## config.mk

```make
export PLATFORM = sky130hd
export DESIGN_NAME = uart_frame_loop_control
export DESIGN_NICKNAME = d
export VERILOG_FILES = /design/src/hdl/ufl_pkg.sv /design/src/hdl/uart_frame_loop_control.sv /design/src/hdl/ufl_rx.sv
export SDC_FILE = /design/constraint.sdc
export NUM_CORES = 1
export LEC_CHECK = 0
export ABC_AREA = 1
export BUFFER_PORTS_ARGS = -buffer_cell sky130_fd_sc_hd__clkbuf_2
export CAP_MARGIN = 20
export CORE_AREA = 2 2 101 123
export CTS_CLUSTER_DIAMETER = 30
export CTS_CLUSTER_SIZE = 20
export DETAILED_ROUTE_END_ITERATION = 6
export DIE_AREA = 0 0 103 125
export PLACE_DENSITY = 0.93
export SLEW_MARGIN = 5
export SYNTH_ARGS = -nofsm -noshare
export SYNTH_HDL_FRONTEND = slang
export SYNTH_SLANG_ARGS = --single-unit
```

## constraint.sdc

```tcl
create_clock -name aclk -period 4.4 [get_ports aclk]
set_clock_uncertainty 0.15 [all_clocks]
set_input_delay 0.44 -clock aclk [delete_from_list [all_inputs] [get_ports aclk]]
set_output_delay 0.44 -clock aclk [all_outputs]
set_load 0.1 [all_outputs]
```

## src/hdl/ufl_pkg.sv

```systemverilog
`default_nettype none
package ufl_pkg;

  // ---------------------------------------------------------------------------
  // Register indices (byte address is four times the index)
  // ---------------------------------------------------------------------------
  localparam logic [2:0] IDX_FFC   = 3'h2;
  localparam logic [2:0] IDX_CTRL2 = 3'h3;
  localparam logic [2:0] IDX_STAT1 = 3'h4;
  localparam logic [2:0] IDX_STAT2 = 3'h5;
  localparam logic [2:0] IDX_DATH  = 3'h6;
  localparam logic [2:0] IDX_DATL  = 3'h7;
  localparam int unsigned IDX_LSB  = 2;
  localparam int unsigned IDX_MSB  = 4;

  // ---------------------------------------------------------------------------
  // Field positions and reset values
  // ---------------------------------------------------------------------------
  localparam int unsigned FFC_LOOP  = 7;
  localparam int unsigned FFC_HALT  = 6;
  localparam int unsigned FFC_SRC   = 5;
  localparam int unsigned FFC_NINE  = 4;
  localparam int unsigned FFC_WAKE  = 3;
  localparam int unsigned FFC_ILT   = 2;
  localparam int unsigned FFC_PE    = 1;
  localparam int unsigned FFC_ODD   = 0;
  localparam int unsigned CTRL2_TE  = 3;
  localparam int unsigned CTRL2_RE  = 2;
  localparam int unsigned CTRL2_RWU = 1;
  localparam int unsigned STAT1_TXE = 7;
  localparam int unsigned STAT1_TXC = 6;
  localparam int unsigned STAT1_RXF = 5;
  localparam int unsigned STAT1_IDL = 4;
  localparam int unsigned STAT1_OVR = 3;
  localparam int unsigned STAT1_PER = 0;
  localparam int unsigned STAT2_MAP = 7;
  localparam int unsigned DATH_R8   = 7;
  localparam int unsigned DATH_T8   = 6;
  localparam logic [7:0]  FFC_RESET = 8'h00;

  // ---------------------------------------------------------------------------
  // Frame lengths and bus responses
  // ---------------------------------------------------------------------------
  localparam logic [3:0] FRAME_BITS_8 = 4'hA;
  localparam logic [3:0] FRAME_BITS_9 = 4'hB;
  localparam logic [3:0] FRAME_OVERHEAD = 4'h2;
  localparam logic [1:0] RESP_OKAY   = 2'h0;
  localparam logic [1:0] RESP_SLVERR = 2'h2;

  // ---------------------------------------------------------------------------
  // Types
  // ---------------------------------------------------------------------------
  typedef enum logic [1:0] {RX_IDLE, RX_START, RX_DATA, RX_STOP} ufl_rx_state_t;
  typedef enum logic {TX_IDLE, TX_SHIFT} ufl_tx_state_t;

  typedef struct packed {
    logic nine;
    logic wake;
    logic idle_count_origin;
    logic pe;
    logic odd;
  } ufl_cfg_t;

  typedef struct packed {
    logic       done;
    logic [8:0] data;
    logic       perr;
    logic       idle;
    logic       wake;
  } ufl_rx_evt_t;

endpackage : ufl_pkg
`default_nettype wire

```

## src/hdl/uart_frame_loop_control.sv

```systemverilog
// The AXI4-Lite register port was chosen for this implementation.
`timescale 1ns/10ps
`default_nettype none
module uart_frame_loop_control #(
  parameter int unsigned AW         = 8,
  parameter int unsigned BIT_CYCLES = 16
) (
  input  wire logic          aclk,
  input  wire logic          aresetn,
  input  wire logic [AW-1:0] s_axi_awaddr,
  input  wire logic          s_axi_awvalid,
  output logic               s_axi_awready,
  input  wire logic [31:0]   s_axi_wdata,
  input  wire logic [3:0]    s_axi_wstrb,
  input  wire logic          s_axi_wvalid,
  output logic               s_axi_wready,
  output logic [1:0]         s_axi_bresp,
  output logic               s_axi_bvalid,
  input  wire logic          s_axi_bready,
  input  wire logic [AW-1:0] s_axi_araddr,
  input  wire logic          s_axi_arvalid,
  output logic               s_axi_arready,
  output logic [31:0]        s_axi_rdata,
  output logic [1:0]         s_axi_rresp,
  output logic               s_axi_rvalid,
  input  wire logic          s_axi_rready,
  input  wire logic          wait_mode,
  input  wire logic          rxd_level,
  input  wire logic          txd_level,
  output logic               txd_drive,
  output logic               txd_oe
);

  // ---------------------------------------------------------------------------
  // State
  // ---------------------------------------------------------------------------
  localparam logic [15:0] LAST = 16'(BIT_CYCLES - 1);

  typedef struct packed {
    logic [7:0]             ffc;
    logic [7:0]             alt;
    logic                   te;
    logic                   re;
    logic                   rwu;
    logic                   alternate_map_select;
    logic                   t8;
    logic [7:0]             tdat;
    logic                   tfull;
    logic                   tc;
    logic                   rfull;
    logic                   idle_f;
    logic                   ovr;
    logic                   perr;
    logic [8:0]             rdat;
    logic                   bvalid;
    logic [1:0]             bresp;
    logic                   rvalid;
    logic [1:0]             rresp;
    logic [31:0]            rdata;
    ufl_pkg::ufl_tx_state_t txs;
    logic [10:0]            tsh;
    logic [3:0]             tbits;
    logic [15:0]            tcnt;
  } ufl_top_st_t;

  ufl_top_st_t          st_ff;
  ufl_top_st_t          nxt_st;
  ufl_pkg::ufl_cfg_t    cfg;
  ufl_pkg::ufl_rx_evt_t rx_evt;
  logic                 halt;
  logic                 tx_line;
  logic                 rx_line;
  logic                 wr_go;
  logic                 rd_go;
  logic [2:0]           wr_idx;
  logic [2:0]           rd_idx;
  logic                 wr_map;
  logic                 rd_map;

  // ---------------------------------------------------------------------------
  // Mode decode and receive path selection
  // ---------------------------------------------------------------------------
  assign halt    = st_ff.ffc[ufl_pkg::FFC_HALT] & wait_mode;
  assign tx_line = (st_ff.te && st_ff.txs == ufl_pkg::TX_SHIFT) ? st_ff.tsh[0] : 1'b1;
  assign cfg.nine = st_ff.ffc[ufl_pkg::FFC_NINE];
  assign cfg.wake = st_ff.ffc[ufl_pkg::FFC_WAKE];
  assign cfg.idle_count_origin  = st_ff.ffc[ufl_pkg::FFC_ILT];
  assign cfg.pe   = st_ff.ffc[ufl_pkg::FFC_PE];
  assign cfg.odd  = st_ff.ffc[ufl_pkg::FFC_ODD];

  // Receiver input: pin, internal loop or shared transmit wire
  always_comb begin
    if (!st_ff.ffc[ufl_pkg::FFC_LOOP]) rx_line = rxd_level;
    else if (!st_ff.ffc[ufl_pkg::FFC_SRC]) rx_line = tx_line;
    else rx_line = txd_level;
  end

  // Transmit pin drive, released when disabled or halted
  assign txd_drive = tx_line;
  assign txd_oe    = st_ff.te & ~halt;

  // ---------------------------------------------------------------------------
  // Bus handshakes and address decode
  // ---------------------------------------------------------------------------
  assign wr_go  = s_axi_awvalid & s_axi_wvalid & ~st_ff.bvalid;
  assign rd_go  = s_axi_arvalid & ~st_ff.rvalid;
  assign s_axi_awready = wr_go;
  assign s_axi_wready  = wr_go;
  assign s_axi_arready = rd_go;
  assign wr_idx = s_axi_awaddr[ufl_pkg::IDX_MSB:ufl_pkg::IDX_LSB];
  assign rd_idx = s_axi_araddr[ufl_pkg::IDX_MSB:ufl_pkg::IDX_LSB];
  assign wr_map = (s_axi_awaddr >> (ufl_pkg::IDX_MSB + 1)) == '0 && wr_idx >= ufl_pkg::IDX_FFC;
  assign rd_map = (s_axi_araddr >> (ufl_pkg::IDX_MSB + 1)) == '0 && rd_idx >= ufl_pkg::IDX_FFC;
  assign s_axi_bvalid = st_ff.bvalid;
  assign s_axi_bresp  = st_ff.bresp;
  assign s_axi_rvalid = st_ff.rvalid;
  assign s_axi_rresp  = st_ff.rresp;
  assign s_axi_rdata  = st_ff.rdata;

  // ---------------------------------------------------------------------------
  // Receiver
  // ---------------------------------------------------------------------------
  ufl_rx #(
    .BIT_CYCLES (BIT_CYCLES)
  ) u_rx (
    .aclk    (aclk),
    .aresetn (aresetn),
    .en      (st_ff.re & ~halt),
    .rx_line (rx_line),
    .cfg     (cfg),
    .evt     (rx_evt)
  );

  // ---------------------------------------------------------------------------
  // Next state: registers, transmitter, bus answers
  // ---------------------------------------------------------------------------
  always_comb begin
    logic [8:0] chr;
    logic [7:0] rbyte;
    chr   = {st_ff.t8, st_ff.tdat};
    rbyte = 8'h00;
    nxt_st = st_ff;
    if (st_ff.bvalid && s_axi_bready) nxt_st.bvalid = 1'b0;
    if (st_ff.rvalid && s_axi_rready) nxt_st.rvalid = 1'b0;

    // Register writes; low map selected by the alternate map bit
    if (wr_go) begin
      nxt_st.bvalid = 1'b1;
      nxt_st.bresp  = wr_map ? ufl_pkg::RESP_OKAY : ufl_pkg::RESP_SLVERR;
      if (wr_map && s_axi_wstrb[0]) begin
        case (wr_idx)
          ufl_pkg::IDX_FFC: begin
            if (st_ff.alternate_map_select) nxt_st.alt = s_axi_wdata[7:0];
            else nxt_st.ffc = s_axi_wdata[7:0];
          end
          ufl_pkg::IDX_CTRL2: begin
            nxt_st.te  = s_axi_wdata[ufl_pkg::CTRL2_TE];
            nxt_st.re  = s_axi_wdata[ufl_pkg::CTRL2_RE];
            nxt_st.rwu = s_axi_wdata[ufl_pkg::CTRL2_RWU];
          end
          ufl_pkg::IDX_STAT1: begin
            if (s_axi_wdata[ufl_pkg::STAT1_IDL]) nxt_st.idle_f = 1'b0;
            if (s_axi_wdata[ufl_pkg::STAT1_OVR]) nxt_st.ovr = 1'b0;
            if (s_axi_wdata[ufl_pkg::STAT1_PER]) nxt_st.perr = 1'b0;
          end
          ufl_pkg::IDX_STAT2: nxt_st.alternate_map_select = s_axi_wdata[ufl_pkg::STAT2_MAP];
          ufl_pkg::IDX_DATH: nxt_st.t8 = s_axi_wdata[ufl_pkg::DATH_T8];
          ufl_pkg::IDX_DATL: begin
            if (!st_ff.tfull) begin
              nxt_st.tdat  = s_axi_wdata[7:0];
              nxt_st.tfull = 1'b1;
            end
          end
          default: nxt_st.bresp = ufl_pkg::RESP_SLVERR;
        endcase
      end
    end

    // Register reads; reading the low data byte empties the receiver
    if (rd_go) begin
      nxt_st.rvalid = 1'b1;
      nxt_st.rresp  = rd_map ? ufl_pkg::RESP_OKAY : ufl_pkg::RESP_SLVERR;
      if (rd_map) begin
        case (rd_idx)
          ufl_pkg::IDX_FFC: rbyte = st_ff.alternate_map_select ? st_ff.alt : st_ff.ffc;
          ufl_pkg::IDX_CTRL2: begin
            rbyte[ufl_pkg::CTRL2_TE]  = st_ff.te;
            rbyte[ufl_pkg::CTRL2_RE]  = st_ff.re;
            rbyte[ufl_pkg::CTRL2_RWU] = st_ff.rwu;
          end
          ufl_pkg::IDX_STAT1: begin
            rbyte[ufl_pkg::STAT1_TXE] = ~st_ff.tfull;
            rbyte[ufl_pkg::STAT1_TXC] = st_ff.tc;
            rbyte[ufl_pkg::STAT1_RXF] = st_ff.rfull;
            rbyte[ufl_pkg::STAT1_IDL] = st_ff.idle_f;
            rbyte[ufl_pkg::STAT1_OVR] = st_ff.ovr;
            rbyte[ufl_pkg::STAT1_PER] = st_ff.perr;
          end
          ufl_pkg::IDX_STAT2: rbyte[ufl_pkg::STAT2_MAP] = st_ff.alternate_map_select;
          ufl_pkg::IDX_DATH: begin
            rbyte[ufl_pkg::DATH_R8] = st_ff.rdat[8];
            rbyte[ufl_pkg::DATH_T8] = st_ff.t8;
          end
          ufl_pkg::IDX_DATL: begin
            rbyte        = st_ff.rdat[7:0];
            nxt_st.rfull = 1'b0;
          end
          default: rbyte = 8'h00;
        endcase
      end
      nxt_st.rdata = {24'h00_0000, rbyte};
    end

    // Receiver events win over software clears in the same cycle
    if (rx_evt.wake) nxt_st.rwu = 1'b0;
    if (rx_evt.idle && !st_ff.rwu) nxt_st.idle_f = 1'b1;
    if (rx_evt.done && (!st_ff.rwu || rx_evt.wake)) begin
      nxt_st.perr = nxt_st.perr | rx_evt.perr;
      if (st_ff.rfull && nxt_st.rfull) nxt_st.ovr = 1'b1;
      else begin
        nxt_st.rdat  = rx_evt.data;
        nxt_st.rfull = 1'b1;
      end
    end

    // Transmitter: load frame, then shift lsb first at the bit rate
    if (!halt && st_ff.te) begin
      case (st_ff.txs)
        ufl_pkg::TX_IDLE: begin
          if (st_ff.tfull) begin
            if (cfg.pe && cfg.nine) chr[8] = ^chr[7:0] ^ cfg.odd;
            else if (cfg.pe) chr[7] = ^chr[6:0] ^ cfg.odd;
            nxt_st.tsh   = cfg.nine ? {1'b1, chr, 1'b0} : {2'b11, chr[7:0], 1'b0};
            nxt_st.tbits = cfg.nine ? ufl_pkg::FRAME_BITS_9 : ufl_pkg::FRAME_BITS_8;
            nxt_st.tcnt  = '0;
            nxt_st.txs   = ufl_pkg::TX_SHIFT;
            nxt_st.tc    = 1'b0;
            nxt_st.tfull = 1'b0;
          end
        end
        ufl_pkg::TX_SHIFT: begin
          nxt_st.tcnt = st_ff.tcnt + 16'h0001;
          if (st_ff.tcnt == LAST) begin
            nxt_st.tcnt  = '0;
            nxt_st.tsh   = {1'b1, st_ff.tsh[10:1]};
            nxt_st.tbits = st_ff.tbits - 4'h1;
            if (st_ff.tbits == 4'h1) begin
              nxt_st.txs = ufl_pkg::TX_IDLE;
              nxt_st.tc  = 1'b1;
            end
          end
        end
        default: nxt_st.txs = ufl_pkg::TX_IDLE;
      endcase
    end else if (!st_ff.te) begin
      nxt_st.txs = ufl_pkg::TX_IDLE;
    end
  end

  // State register; everything, frame control included, clears to zero
  always_ff @(posedge aclk) begin
    if (!aresetn) begin
      st_ff     <= '0;
      st_ff.ffc <= ufl_pkg::FFC_RESET;
    end else begin
      st_ff <= nxt_st;
    end
  end
endmodule : uart_frame_loop_control
`default_nettype wire

```

## src/hdl/ufl_rx.sv

```systemverilog
`timescale 1ns/10ps
`default_nettype none
module ufl_rx #(
  parameter int unsigned BIT_CYCLES = 16
) (
  input  wire logic                 aclk,
  input  wire logic                 aresetn,
  input  wire logic                 en,
  input  wire logic                 rx_line,
  input  wire ufl_pkg::ufl_cfg_t    cfg,
  output var  ufl_pkg::ufl_rx_evt_t evt
);

  // ---------------------------------------------------------------------------
  // State
  // ---------------------------------------------------------------------------
  localparam logic [15:0] LAST = 16'(BIT_CYCLES - 1);
  localparam logic [15:0] HALF = 16'(BIT_CYCLES / 2);

  typedef struct packed {
    ufl_pkg::ufl_rx_state_t st;
    logic [15:0]            cnt;
    logic [3:0]             bits;
    logic [8:0]             sh;
    logic [3:0]             ones;
    logic                   armed;
    ufl_pkg::ufl_rx_evt_t   evt;
  } ufl_rx_st_t;

  ufl_rx_st_t st_ff;
  ufl_rx_st_t nxt_st;

  // Receive engine: start detect, mid-bit sampling, idle counting
  always_comb begin
    logic       tick;
    logic [3:0] fbits;
    logic [8:0] data;
    logic       msb;
    tick   = (st_ff.cnt == LAST);
    fbits  = cfg.nine ? ufl_pkg::FRAME_BITS_9 : ufl_pkg::FRAME_BITS_8;
    data   = cfg.nine ? st_ff.sh : {1'b0, st_ff.sh[8:1]};
    msb    = cfg.nine ? data[8] : data[7];
    nxt_st = st_ff;
    nxt_st.evt = '0;
    if (!en) begin
      nxt_st.st    = ufl_pkg::RX_IDLE;
      nxt_st.cnt   = '0;
      nxt_st.ones  = '0;
      nxt_st.armed = 1'b0;
    end else begin
      case (st_ff.st)
        ufl_pkg::RX_IDLE: begin
          nxt_st.cnt = tick ? '0 : st_ff.cnt + 16'h0001;
          if (!rx_line) begin
            nxt_st.st  = ufl_pkg::RX_START;
            nxt_st.cnt = '0;
          end else if (tick && st_ff.ones != fbits) begin
            // Idle character: a full frame time of ones
            nxt_st.ones = st_ff.ones + 4'h1;
            if (st_ff.armed && nxt_st.ones == fbits) begin
              nxt_st.evt.idle = 1'b1;
              nxt_st.evt.wake = !cfg.wake;
              nxt_st.armed    = 1'b0;
            end
          end
        end
        ufl_pkg::RX_START: begin
          nxt_st.cnt = st_ff.cnt + 16'h0001;
          if (st_ff.cnt == HALF) begin
            nxt_st.cnt  = '0;
            nxt_st.bits = '0;
            nxt_st.ones = '0;
            nxt_st.st   = rx_line ? ufl_pkg::RX_IDLE : ufl_pkg::RX_DATA;
          end
        end
        ufl_pkg::RX_DATA: begin
          nxt_st.cnt = st_ff.cnt + 16'h0001;
          if (tick) begin
            nxt_st.cnt  = '0;
            nxt_st.sh   = {rx_line, st_ff.sh[8:1]};
            nxt_st.bits = st_ff.bits + 4'h1;
            // Ones inside the data count only when counting from the start bit
            if (!rx_line) nxt_st.ones = '0;
            else if (!cfg.idle_count_origin) nxt_st.ones = st_ff.ones + 4'h1;
            if (nxt_st.bits == fbits - ufl_pkg::FRAME_OVERHEAD) nxt_st.st = ufl_pkg::RX_STOP;
          end
        end
        ufl_pkg::RX_STOP: begin
          nxt_st.cnt = st_ff.cnt + 16'h0001;
          if (tick) begin
            nxt_st.cnt      = '0;
            nxt_st.st       = ufl_pkg::RX_IDLE;
            nxt_st.armed    = 1'b1;
            nxt_st.evt.done = 1'b1;
            nxt_st.evt.data = data;
            nxt_st.evt.perr = cfg.pe & (^data ^ cfg.odd);
            nxt_st.evt.wake = cfg.wake & msb;
            nxt_st.ones     = (cfg.idle_count_origin || !rx_line) ? '0 : st_ff.ones + 4'h1;
          end
        end
        default: nxt_st.st = ufl_pkg::RX_IDLE;
      endcase
    end
  end

  // State register
  always_ff @(posedge aclk) begin
    if (!aresetn) st_ff <= '0;
    else st_ff <= nxt_st;
  end

  assign evt = st_ff.evt;
endmodule : ufl_rx
`default_nettype wire

```

# Word level (Yosys, flattened, before mapping)
# Index checks and enable logic that the tools add are counted.
# totals
ff_bits	139
inputBits	62
output_inout_bits	43
word_cells	233
# classes
addsub	6
magnitude_cmp	2
eq_ne	35
n_mux	80
bitwise_logic	20
reduce_logical	55
# op_table
cell	count
$pmux W18 S4	1
$mux W35	2
$mux W32	2
$pmux W32 S2	1
$eq A16 B4 Y1 const B	3
$mux W18	2
$mux W1	33
$add A16 B1 Y16 const B	2
$mux W16	2
$reduce_and A4 Y1	7
$eq A3 B3 Y1 const B	8
$mux W22	1
$ne A2 B1 Y1 const B	10
$mux W2	9
$mux W9	2
$reduce_and A3 Y1	6
$logic_not A8 Y1	2
$mux W4	4
$mux W8	2
$pmux W4 S4	1
$reduce_bool A2 Y1	8
$reduce_and A5 Y1	3
$logic_and A1 B1 Y1	13
$eq A3 B2 Y1 const B	4
35 further kinds	70

# Depth between registers and ports, before layout
# Gate-level depths: netlist (run 1).
# logic_depth
ltp_word	9
depth_mapped	13
depth_no_buf	13

# Hierarchy
# From an unflattened synthesis (run 1), not the netlist that was laid out.
# hier_totals
hier_cells	1019
hier_area_um2	7292.0
# by_module_without_submodules
module	instances	cells_each	area_per_inst_um2	seq_area_each_um2
uart_frame_loop_control	1	624	4458.0	1761.7
ufl_rx	1	395	2834.0	980.9

# Worst setup path before layout (run 1)
# Ideal clock, no wire load.
# synth_path
path_type	reg-to-reg
from	register st_ff, in the netlist s_axi_bvalid
to	register st_ff, in the netlist cfg[2]
setup_time_ns	0.119
t_arrival_ns	3.172
t_required_ns	4.131
slack_ns	0.958
stages_incl_launch_ff	10
n_path_buf	1
synth_period_minus_slack_ns	3.442
path_cell_list	dfxtp_1 > nor2_1 > inv_1 > nor2_2 > nand2_2 > inv_4 > nand4_4 > buf_6 > o21ai_0 > a21oi_1
# synth_via
elab_chain_len	3
# synth_lines
element	line	rtl
start: declaration	uart_frame_loop_control.sv:66	ufl_top_st_t st_ff;
start signal: assignment	uart_frame_loop_control.sv:266	st_ff <= nxt_st;
$not A1 Y1	uart_frame_loop_control.sv:105	assign wr_go = s_axi_awvalid & s_axi_wvalid & ~st_ff.bvalid;
$and A1 B1 Y1	uart_frame_loop_control.sv:105	
named net s_axi_awready	uart_frame_loop_control.sv:12	output logic s_axi_awready,
$reduce_and A4 Y1 (no line)	--	
# The timed path passes the listed nets, and every way through them passes these cells.
# A chain may end at the register's enable or synchronous reset.

# Worst setup path in the final report (run 1)
# layout_path
from	register st_ff[31] in the netlist's numbering
to	output port txd_drive
# layout_via
elab_chain_len	2
# layout_lines
element	line	rtl
$logic_and A1 B1 Y1	uart_frame_loop_control.sv:84	assign tx_line = (st_ff.te && st_ff.txs == ufl_pkg::TX_SHIFT) ? st_ff.tsh[0] : 1'b1;
$mux W1	uart_frame_loop_control.sv:84	
end: declaration	uart_frame_loop_control.sv:30	output logic txd_drive,
# No other way between the ends.

==> flow_summary.toml, run 1 <==
[synth]
yosys_warnings = 0
netlist.area_leader.share = 0.385
synthFlopType = "dfxtp_1"
async_flop_share = 0
synth_seq_cells = 137
synth-seq-area-share = 0.385
syn_inst = 1009
synth_common_cells = "nand2_1 (202), dfxtp_1 (137), nor2_1 (123), inv_1 (114), a21oi_1 (84)"
synthDistinctLibCells = 47
yosysTopAreaCell = "dfxtp_1"
synthesis.area_sq_um = 7120
avgSynthCellArea_sq_um = 7.05
synth.area.top_cells = "dfxtp_1 (39%), nand2_1 (11%), nor2_1 (6.5%), inv_1 (6.0%), a21oi_1 (5.9%)"
yosysMostFrequentCell = "nand2_1"
synth-edff-count = 0

[worst_hold_path]
hold_path_class = "in -> reg"
min_path_cells = 4

[global_routing]
grt_pass1_wl_mm = 26.9
grt-ovfl-total = 0
antenna_found_initial = 0
grt_max_degree = 51
track_usage = 0.259
grt_pass1_vias = 6205

[timing]
grt_setup_unrepaired = "false"
worstMarginPinSlew_ns = 0.849
setup_tns_ns = 0
period_needed_ns = 2.30
fmax_mhz = 436
hold_violations = 0
final_max_slew_viol_count = 0
timing.final.crit_share = 0.522
final-setup-viol-count = 0
slew_headroom = 0.434

[drt]
wl_mm = 16.0
antenna_left = 0
drt_iter0_drc = 430
wl_per_cell_microns = 13.1
firstDrtPassIters = 7
drcViolationCount = 0
vias = 6546
vias_per_cell = 5.38

[placement]
port_buffers = 47
dp_hpwl_mm = 11.3
dp.cells = 1185
place_congestion = 0.942

[flow_run]
maxCapViolations = 0

[cts]
cts_buffer_depth = 2
cts_resized = 0
cts_buffers = 17
htree_num_levels = 4
postCtsHoldBufs = 0
clock-sinks = 137
clk_latency_ns = 0.42
clk_pin_slew_ns = 0.06
cts_tree = "built"
cts_setup_buffers = 0
root_buffer = "clkbuf_16"

[floorplanning]
start_util = 0.604
die_w_microns = 103
design.core.area_sq_um = 11800
die_area_sq_um = 12900
die_h_microns = 125
num_io_pins = 105
rows = 44

[final_layout]
syn_to_final_growth_pct = 10.0
final_cells = 1216
diodes = 0
drive_gt1_frac = 0.114
nets = 1117
nFillCells = 967

[power_and_ir_drop]
power.total_uw = 2880
ir_drop_mv = 0.223
p_per_area_nw_per_um2 = 368
p_leak_uw = 0.00312

[critical_path]
endpoint_kind = "output pin"
startpoint_type = "register"
path_buf_inv = 1
max_stage_delay_ns = 0.59
critPathRequiredTime_ns = 3.81
path_max_fanout = 11
worstSetupPathDepth = 2
critical_path.cell_chain = "nand3_1 -> clkbuf_2"
worst-r2r-cell-count = 6
critPathKind = "reg -> out"
crit_arrival_ns = 1.71
critPathSlowestCell = "dfxtp_1"
path_delay_family = "flip-flops"

[outcome]
status = "complete, no violations"
worst reg2reg max path: stages, from the launching register on:
cell     delay, ns
dfxtp_1       0.44
o21ai_2       0.59
inv_2         0.25
o21ai_1       0.29
nor2_1        0.20
nand2_1       0.11
o21ai_0       0.09
worst paths after layout:
| path | end | slack (ns) | startpoint |
|---|---|---|---|
| worst max-delay path | txd_drive | 2.10 | st_ff[31]$_SDFFE_PN0P_ |
| worst max register to register | st_ff[16]$_SDFFE_PN0P_ | 2.14 | st_ff[31]$_SDFFE_PN0P_ |
| worst min register to register | st_ff[101]$_SDFFE_PN0P_ | 0.30 | st_ff[101]$_SDFFE_PN0P_ |
| worst min-delay path | s_axi_bvalid$_SDFFE_PN0P_ | 0.12 | s_axi_bready |
layout by cell type (no fill, tap or decap), drive strengths merged:
cell type,netlist,layout
a21boi,1,1
a21oi,85,85
a221oi,2,2
a22oi,2,2
a31o,1,1
buf,51,2
bufinv,0,3
clkbuf,8,69
clkinv,4,9
clkinvlp,0,1
conb,1,26
dfxtp,137,137
ha,12,12
inv,122,122
nand2,206,206
nand3,67,67
nand4,21,21
nor2,134,134
nor3,19,19
nor3b,1,1
nor4,1,1
o2111ai,1,1
o211a,1,1
o211ai,7,7
o21ai,87,87
o21bai,1,1
o22ai,6,6
o31ai,1,1
or2,5,5
xnor2,10,10
xor2,15,15
registers in the layout, indices dropped and copies added (netlist names):
| name | flops |
|---|---|
| cfg | 5 |
| s_axi_bresp | 1 |
| s_axi_bvalid | 1 |
| s_axi_rdata | 8 |
| s_axi_rresp | 1 |
| s_axi_rvalid | 1 |
| st_ff | 71 |
| u_rx.evt | 13 |
| u_rx.st_ff | 36 |
stage by stage:
step / hold WS, ns / setup WS [ns] / area (sq um) / utilization
6_report: 0.124 / 2.10 / 7830 / 0.665
5_1_grt: 0.142 / 1.91 / 7830 / 0.665
4_1_cts: 0.126 / 2.10 / 7830 / 0.665
3_5_place_dp: 0.290 / 1.93 / 7240 / 0.615
3_3_place_gp: 0.283 / 2.00 / 7240 / 0.615
2_1_floorplan: 0.274 / 0.958 / 7210 / -
cells by family (layout without fill, tap and decap cells):
| family | count (synthesis) | in the layout | share of synthesized area |
|---|---|---|---|
| fa+ha+maj | 12 | 12 | 0.0211 |
| flops | 137 | 137 | 0.385 |
| buf+inv | 185 | 206 | 0.126 |
| other cells | 1 | 26 | 0.000527 |
| compound gates | 195 | 195 | 0.149 |
| simple gates | 454 | 454 | 0.287 |
| xor+xnor | 25 | 25 | 0.0308 |
metal layers:
layer,up-vias,global-route usage,wire (microns)
li1,3290,-,-
met1,2988,0.278,6170
met2,218,0.460,8260
met3,50,0.0688,946
met4,0,0.126,593
met5,-,0,0
where the power goes:
| part | leakage, uW | total, uW | switching (uW) | internal [uW] |
|---|---|---|---|---|
| sequential | 0.00110 | 1250 | 2.12 | 1240 |
| combinational | 0.00172 | 210 | 185 | 25.3 |
| clock | 0.000290 | 1420 | 513 | 912 |
| total | 0.00312 | 2880 | 700 | 2180 |
layout make-up:
class                   instances  area (sq um)  area share
flip-flops and latches        137          2740       0.350
clock buffers                  22           464      0.0593
repair buffers                 49           250      0.0320
clock inverters                 9           123      0.0157
inverters                     126           478      0.0611
well taps                     161           201      0.0257
multi-input cells             712          3570       0.456
No activity file was read; power rests on OpenSTA's default activity.
==> inputs of run 2 (changes only) <==
--- a/config.mk
+++ b/config.mk
@@ -5,15 +5,15 @@
 export SDC_FILE = /design/constraint.sdc
 export NUM_CORES = 1
 export LEC_CHECK = 0
-export ABC_AREA = 1
+export ABC_AREA = 0
 export BUFFER_PORTS_ARGS = -buffer_cell sky130_fd_sc_hd__clkbuf_2
 export CAP_MARGIN = 20
-export CORE_AREA = 2 2 101 123
+export CORE_AREA = 2 2 107 130
 export CTS_CLUSTER_DIAMETER = 30
 export CTS_CLUSTER_SIZE = 20
 export DETAILED_ROUTE_END_ITERATION = 6
-export DIE_AREA = 0 0 103 125
-export PLACE_DENSITY = 0.93
+export DIE_AREA = 0 0 109 132
+export PLACE_DENSITY = 0.84
 export SLEW_MARGIN = 5
 export SYNTH_ARGS = -nofsm -noshare
 export SYNTH_HDL_FRONTEND = slang
==> constraint.sdc (replaced) <==
create_clock -name aclk -period 2 [get_ports aclk]
set_clock_uncertainty 0.15 [all_clocks]
set_input_delay 0.2 -clock aclk [delete_from_list [all_inputs] [get_ports aclk]]
set_output_delay 0.2 -clock aclk [all_outputs]
set_load 0.1 [all_outputs]
==> run 2 against run 1 <==
- the run now ends with setup timing left
- non-clock buffer count up 122
- cell count down 9.0%
- routed wire length up 27%
- critical path type is now reg -> reg
- critical path depth up 5
==> flow_summary.toml, run 2 <==
[drt]
vias_per_cell = 5.79
firstDrtPassIters = 5
drt_iter0_drc = 485
vias = 6404
drcViolationCount = 0
antenna_left = 0
wl_per_cell_microns = 18.3
wl_mm = 20.2

[outcome]
status = "complete, but fails checks"
violations = "setup timing"

[final_layout]
final_cell_mix = "dfxtp_1 (127), nor2_1 (104), buf_4 (81), nand2_1 (75), a21oi_1 (47)"
largest-register = "st_ff"
nets = 1001
nFillCells = 829
regArea_sq_um = 2760
postLayoutCellArea_sq_um = 9130
drive_gt1_frac = 0.329
multi_input_area_sq_um = 4090
largest_register_ffs = 71
mostFrequentLayoutCell = "dfxtp_1"
diodes = 0
syn_to_final_growth_pct = 38.8

[floorplanning]
design.core.area_sq_um = 13100
die_area_sq_um = 14400
start_util = 0.503
die_w_microns = 109
num_io_pins = 105
rows = 46
die_h_microns = 132

[synth]
synth.area.top_cells = "dfxtp_1 (42%), nor2_1 (7.0%), mux2i_1 (5.2%), nand2_1 (4.7%), a21oi_1 (4.3%)"
avgSynthCellArea_sq_um = 8.41
synth_seq_cells = 137
netlist.area_leader.share = 0.417
yosys_warnings = 0
async_flop_share = 0
yosysMostFrequentCell = "dfxtp_1"
syn_inst = 782
synth_common_cells = "dfxtp_1 (137), nor2_1 (122), nand2_1 (82), a21oi_1 (57), buf_4 (37)"
synthDistinctLibCells = 64
synth-edff-count = 0
yosysTopAreaCell = "dfxtp_1"
synthesis.area_sq_um = 6580
synthFlopType = "dfxtp_1"
synth-seq-area-share = 0.417

[cts]
htree_num_levels = 4
cts_buffers = 17
cts_buffer_depth = 2
root_buffer = "clkbuf_16"
clk_pin_slew_ns = 0.06
cts_tree = "built"
clk_latency_ns = 0.43
clock-sinks = 137

[critical_path]
cpMostUsedCell = "or4_4"
critPathRequiredTime_ns = 2.16
endpoint_kind = "register"
max_stage_delay_ns = 0.58
crit_arrival_ns = 2.79
critPathSlowestCell = "or4_4"
critical_path.cell_chain = "or4_4 -> buf_6 -> o41ai_2 -> a22oi_2 -> or4_4 -> a41oi_2 -> nor3_2"
path_buf_inv = 1
startpoint_type = "register"
critPathKind = "reg -> reg"
path_max_fanout = 3
path_delay_family = "simple AND/OR/NAND/NOR gates"

[timing]
timing.final.crit_share = 1.32
final_max_slew_viol_count = 0
setup_ws_ns = -0.634
period_needed_ns = 2.63
final-setup-viol-count = 80
grt_setup_unrepaired = "true"
slew_headroom = 0.592
fmax_mhz = 380
worstMarginPinSlew_ns = 0.610
hold_violations = 0

[power_and_ir_drop]
p_leak_uw = 0.00354
power.total_uw = 6390
internal_power_uw = 4780
p_per_area_nw_per_um2 = 701
ir_drop_mv = 0.564
power.switching_uw = 1620
clock_power_share = 0.491
pwr-share-seq = 0.428
swShare = 0.253
p_comb_frac = 0.080

[global_routing]
grt_pass1_vias = 6052
grt_pass1_wl_mm = 29.4
antenna_found_initial = 0
track_usage = 0.259
grt-ovfl-total = 0
grt_max_degree = 82

[placement]
dp_hpwl_mm = 11.2
place_congestion = 0.867
port_buffers = 47
placed_area_sq_um = 7640

[worst_hold_path]
hold_path_class = "in -> reg"

[flow_run]
maxCapViolations = 0
==> run 2: cell types whose count changed after synthesis, sizes merged, moves of 9 or more <==
cell    delta
nand4     -10
o21ai     -68
xor2       +9
nor2      -12
buf       -11
xnor2     +17
a21oi     -28
mux2i     +34
nand3     -39
nand2    -123
clkbuf    +23
inv       -98
==> run 2: power groups by stage <==
stage / clock network (uW) / logic [uW] / registers, uW
after CTS: 3140 / 498 / 2740
after global placement: 0 / 459 / 2800
final: 3140 / 515 / 2740
after floorplan: 0 / 408 / 2820
after global routing: 3280 / 533 / 2740
after detailed placement: 0 / 463 / 2800
==> run 2: path summary, 6_finish.rpt <==
| check | from | slack (ns) | cells after the start | to |
|---|---|---|---|---|
| max reg2reg | u_rx.st_ff[38]$_SDFF_PN0_ | -0.63 | 7 | u_rx.st_ff[48]$_SDFFE_PN0P_ |
| max | u_rx.st_ff[38]$_SDFF_PN0_ | -0.63 | 7 | u_rx.st_ff[48]$_SDFFE_PN0P_ |
| min | s_axi_awaddr[7] | 0.05 | 3 | s_axi_bresp[1]$_SDFFE_PN0P_ |
| min reg2reg | st_ff[101]$_SDFFE_PN0P_ | 0.30 | 2 | st_ff[101]$_SDFFE_PN0P_ |
==> run 2: logic make-up (layout without fill, tap and decap cells) <==
logic type,count (synthesis),count (layout),synth area share
adders and majority gates,12,12,0.0228
DFF,137,137,0.417
and+or+nand+nor,319,320,0.228
xor gates and xnor gates,51,51,0.0679
buffers and inverters,95,225,0.0755
AOI/OAI and AO/OA,126,126,0.123
other,1,26,0.000570
muxes,41,41,0.0655
==> run 2: per-stage QoR <==
stage | util | setup WS (ns) | cells | TNS [ns] | hold WS, ns
after floorplan | - | -0.488 | 807 | -17.57 | 0.183
after global placement | 0.585 | -0.432 | 1043 | -17.20 | 0.287
after detailed placement | 0.585 | -0.488 | 1043 | -20.47 | 0.293
after CTS | 0.666 | -0.458 | 1096 | -16.14 | 0.0265
after global routing | 0.698 | -0.645 | 1106 | -27.12 | 0.0610
final | 0.698 | -0.634 | 1106 | -22.57 | 0.0539
==> run 2: tightest hold or removal path, cell delays in order <==
cell	delay (ns)
clkbuf_2	0.08
nor3_1	0.05
a311oi_1	0.24
==> run 2: layout make-up <==
cell class,count,share of cell area
Clock buffer,18,0.0470
Clock inverter,12,0.0167
Inverter,24,0.0107
Multi-Input combinational cell,576,0.448
Sequential cell,137,0.302
Tap cell,168,0.0230
Timing Repair Buffer,171,0.152
==> run 2: repair_timing <==
action | CTS | global route
hold buffers | 14 | 0
pin swaps | 13 | 40
hold endpoints to repair | 35 | 0
gates resized for setup | 51 | 86
gates cloned | 4 | 2
setup endpoints to repair | 82 | 92
setup buffers | 5 | 10
==> run 2: routing by layer <==
| layer | up-vias | global-route usage | wire (microns) |
|---|---|---|---|
| met2 | 329 | 0.441 | 10500 |
| met5 | - | 0 | 0 |
| met4 | 0 | 0.157 | 1210 |
| met1 | 3031 | 0.279 | 7240 |
| li1 | 2938 | - | - |
| met3 | 106 | 0.0741 | 1280 |
==> inputs of run 3 (changes only) <==
--- a/config.mk
+++ b/config.mk
@@ -6,14 +6,14 @@
 export NUM_CORES = 1
 export LEC_CHECK = 0
 export ABC_AREA = 0
-export BUFFER_PORTS_ARGS = -buffer_cell sky130_fd_sc_hd__clkbuf_2
 export CAP_MARGIN = 20
-export CORE_AREA = 2 2 107 130
+export CORE_AREA = 2 2 109 132
 export CTS_CLUSTER_DIAMETER = 30
 export CTS_CLUSTER_SIZE = 20
 export DETAILED_ROUTE_END_ITERATION = 6
-export DIE_AREA = 0 0 109 132
-export PLACE_DENSITY = 0.84
+export DIE_AREA = 0 0 111 134
+export DONT_BUFFER_PORTS = 1
+export PLACE_DENSITY = 0.75
 export SLEW_MARGIN = 5
 export SYNTH_ARGS = -nofsm -noshare
 export SYNTH_HDL_FRONTEND = slang
==> run 3 against run 2 <==
- the flow still finishes with violations (setup timing)
- first-iteration DRC count down 22%
- via count down 6.1%
- routed wire length shrank 8.1%
- sequential power is essentially flat
- non-clock buffer count shrank 28
- power grew 1.6%
- sequential share of layout area down 0.37 points
- global-route usage down 2.2 points
==> flow_summary.toml, run 3 (same netlist as run 2, synthesis figures left out) <==
[outcome]
status = "complete, but fails checks"
violations = "setup timing"

[floorplanning]
die_h_microns = 134
start_util = 0.484
die_w_microns = 111
rows = 47
num_io_pins = 105
die_area_sq_um = 14900
design.core.area_sq_um = 13600

[timing]
final-setup-viol-count = 80
grt_setup_unrepaired = "true"
period_needed_ns = 2.53
final_max_slew_viol_count = 0
slew_headroom = 0.619
hold_violations = 0
worstMarginPinSlew_ns = 0.572
fmax_mhz = 395
finalHoldWorstSlack_ns = 0.0138
setup_ws_ns = -0.529
setup_tns_ns = -20.08
timing.final.crit_share = 1.26

[flow_run]
maxCapViolations = 0

[drt]
wl_per_cell_microns = 17.1
vias_per_cell = 5.55
drcViolationCount = 0
vias = 6011
firstDrtPassIters = 5
drt_iter0_drc = 378
wl_mm = 18.6
antenna_left = 0

[critical_path]
critPathKind = "reg -> reg"
max_stage_delay_ns = 0.57
endpoint = "u_rx.st_ff[29]$_SDFFE_PN0P_"
worst-r2r-cell-count = 7
endpoint_kind = "register"
critPathLaunch = "u_rx.st_ff[44]$_SDFF_PN0_"
critical_path.cell_chain = "or4_4 -> nor4_4 -> buf_4 -> nand2_4 -> a211o_4 -> or4_4 -> a21oi_2"
cpMostUsedCell = "or4_4"
startpoint_type = "register"
path_buf_inv = 1
path_max_fanout = 5
path_delay_family = "simple AND/OR/NAND/NOR gates"
critPathSlowestCell = "or4_4"
worstSetupPathDepth = 7
r2r_slack_ns = -0.53
critPathRequiredTime_ns = 2.21
r2r_start = "u_rx.st_ff[44]$_SDFF_PN0_"
crit_arrival_ns = 2.74
reg2reg_to = "u_rx.st_ff[29]$_SDFFE_PN0P_"

[final_layout]
nets = 972
final_cell_mix = "dfxtp_1 (128), buf_4 (91), nor2_1 (78), nand2_1 (76), a21oi_1 (46)"
largest_register_ffs = 71
syn_to_final_growth_pct = 40.4
nFillCells = 937
drive_gt1_frac = 0.334
regArea_sq_um = 2760
multi_input_area_sq_um = 4220
mostFrequentLayoutCell = "dfxtp_1"
largest-register = "st_ff"

[cts]
cts_tree = "built"
clock-sinks = 137
cts_buffer_depth = 2
clk_pin_slew_ns = 0.06
htree_num_levels = 4
root_buffer = "clkbuf_16"
cts_buffers = 17
clk_latency_ns = 0.42

[power_and_ir_drop]
p_leak_uw = 0.00349
p_per_area_nw_per_um2 = 704
ir_drop_mv = 0.601

[global_routing]
grt_max_degree = 82
antenna_found_initial = 1
grt_pass1_vias = 5884
grt-ovfl-total = 0
track_usage = 0.237
grt_pass1_wl_mm = 28.2

[worst_hold_path]
hold_path_class = "in -> reg"

[placement]
pre_cts_ws_ns = -0.504
dp_hpwl_mm = 11.1
port_buffers = 0
place_congestion = 0.850
## run 3: cell types whose count changed in the layout (fill, tap and decap cells not counted), sizes merged
cell         before  now
dlygate4sd3      14   25
or3               4    3
clkinv            6    4
clkbuf           63   21
clkinvlp          4    5
diode             0    1
buf             112  118
## run 3: tightest hold or removal path: stages
cell	delay (ns)
inv_2	0.03
buf_12	0.21
nor2_2	0.11
## run 3: how the worst min path moves through the flow
stage                    start                     endpoint  depth (start not counted)
6_report               aresetn  u_rx.st_ff[26]$_SDFFE_PN0P_                          3
3_5_place_dp           aresetn  s_axi_rdata[3]$_SDFFE_PN0P_                          1
4_1_cts                aresetn      u_rx.evt[12]$_SDFF_PN0_                          4
3_3_place_gp           aresetn  s_axi_rdata[3]$_SDFFE_PN0P_                          1
2_1_floorplan   s_axi_wdata[6]      st_ff[112]$_SDFFE_PN0P_                          2
5_1_grt        s_axi_araddr[4]         st_ff[82]$_SDFF_PN0_                          2
## run 3: layer usage
metal / global-route usage / part of all wire / wire (microns)
met1: 0.242 / 0.37 / 6960
met2: 0.458 / 0.55 / 10300
met3: 0.0515 / 0.039 / 729
met4: 0.110 / 0.033 / 610
met5: 0 / 0 / 0
## run 3: cell type report
cell class / instances / area share
diodes: 1 / 0.000271
multi-input cells: 575 / 0.457
inverters: 24 / 0.0106
clock buffers: 21 / 0.0520
flip-flops and latches: 137 / 0.299
clock inverters: 11 / 0.0154
well taps: 171 / 0.0232
repair buffers: 143 / 0.142
## run 3: what timing repair did
item / CTS / global route
setup buffers: 6 / 11
pin swaps: 25 / 50
gates resized for setup: 62 / 109
hold buffers: 25 / 0
setup endpoints to repair: 81 / 89
endpoints found under the hold margin: 66 / 0
cloned: 5 / 0
## run 3: power breakdown
part / total [uW] / leakage, uW / switching [uW] / internal [uW]
clock: 3270 / 0.000301 / 1180 / 2090
sequential: 2740 / 0.00111 / 3.53 / 2740
combinational: 488 / 0.00208 / 397 / 90.8
total: 6500 / 0.00349 / 1580 / 4910
## run 3: metrics by stage
step,util,cell area [sq um],std cells,total power (uW)
final,0.680,9230,1083,6500
after global routing,0.680,9230,1083,6650
after CTS,0.645,8760,1076,6520
after detailed placement,0.550,7470,1008,3200
after global placement,0.550,7470,1008,3200
after floorplan,-,6960,807,3220
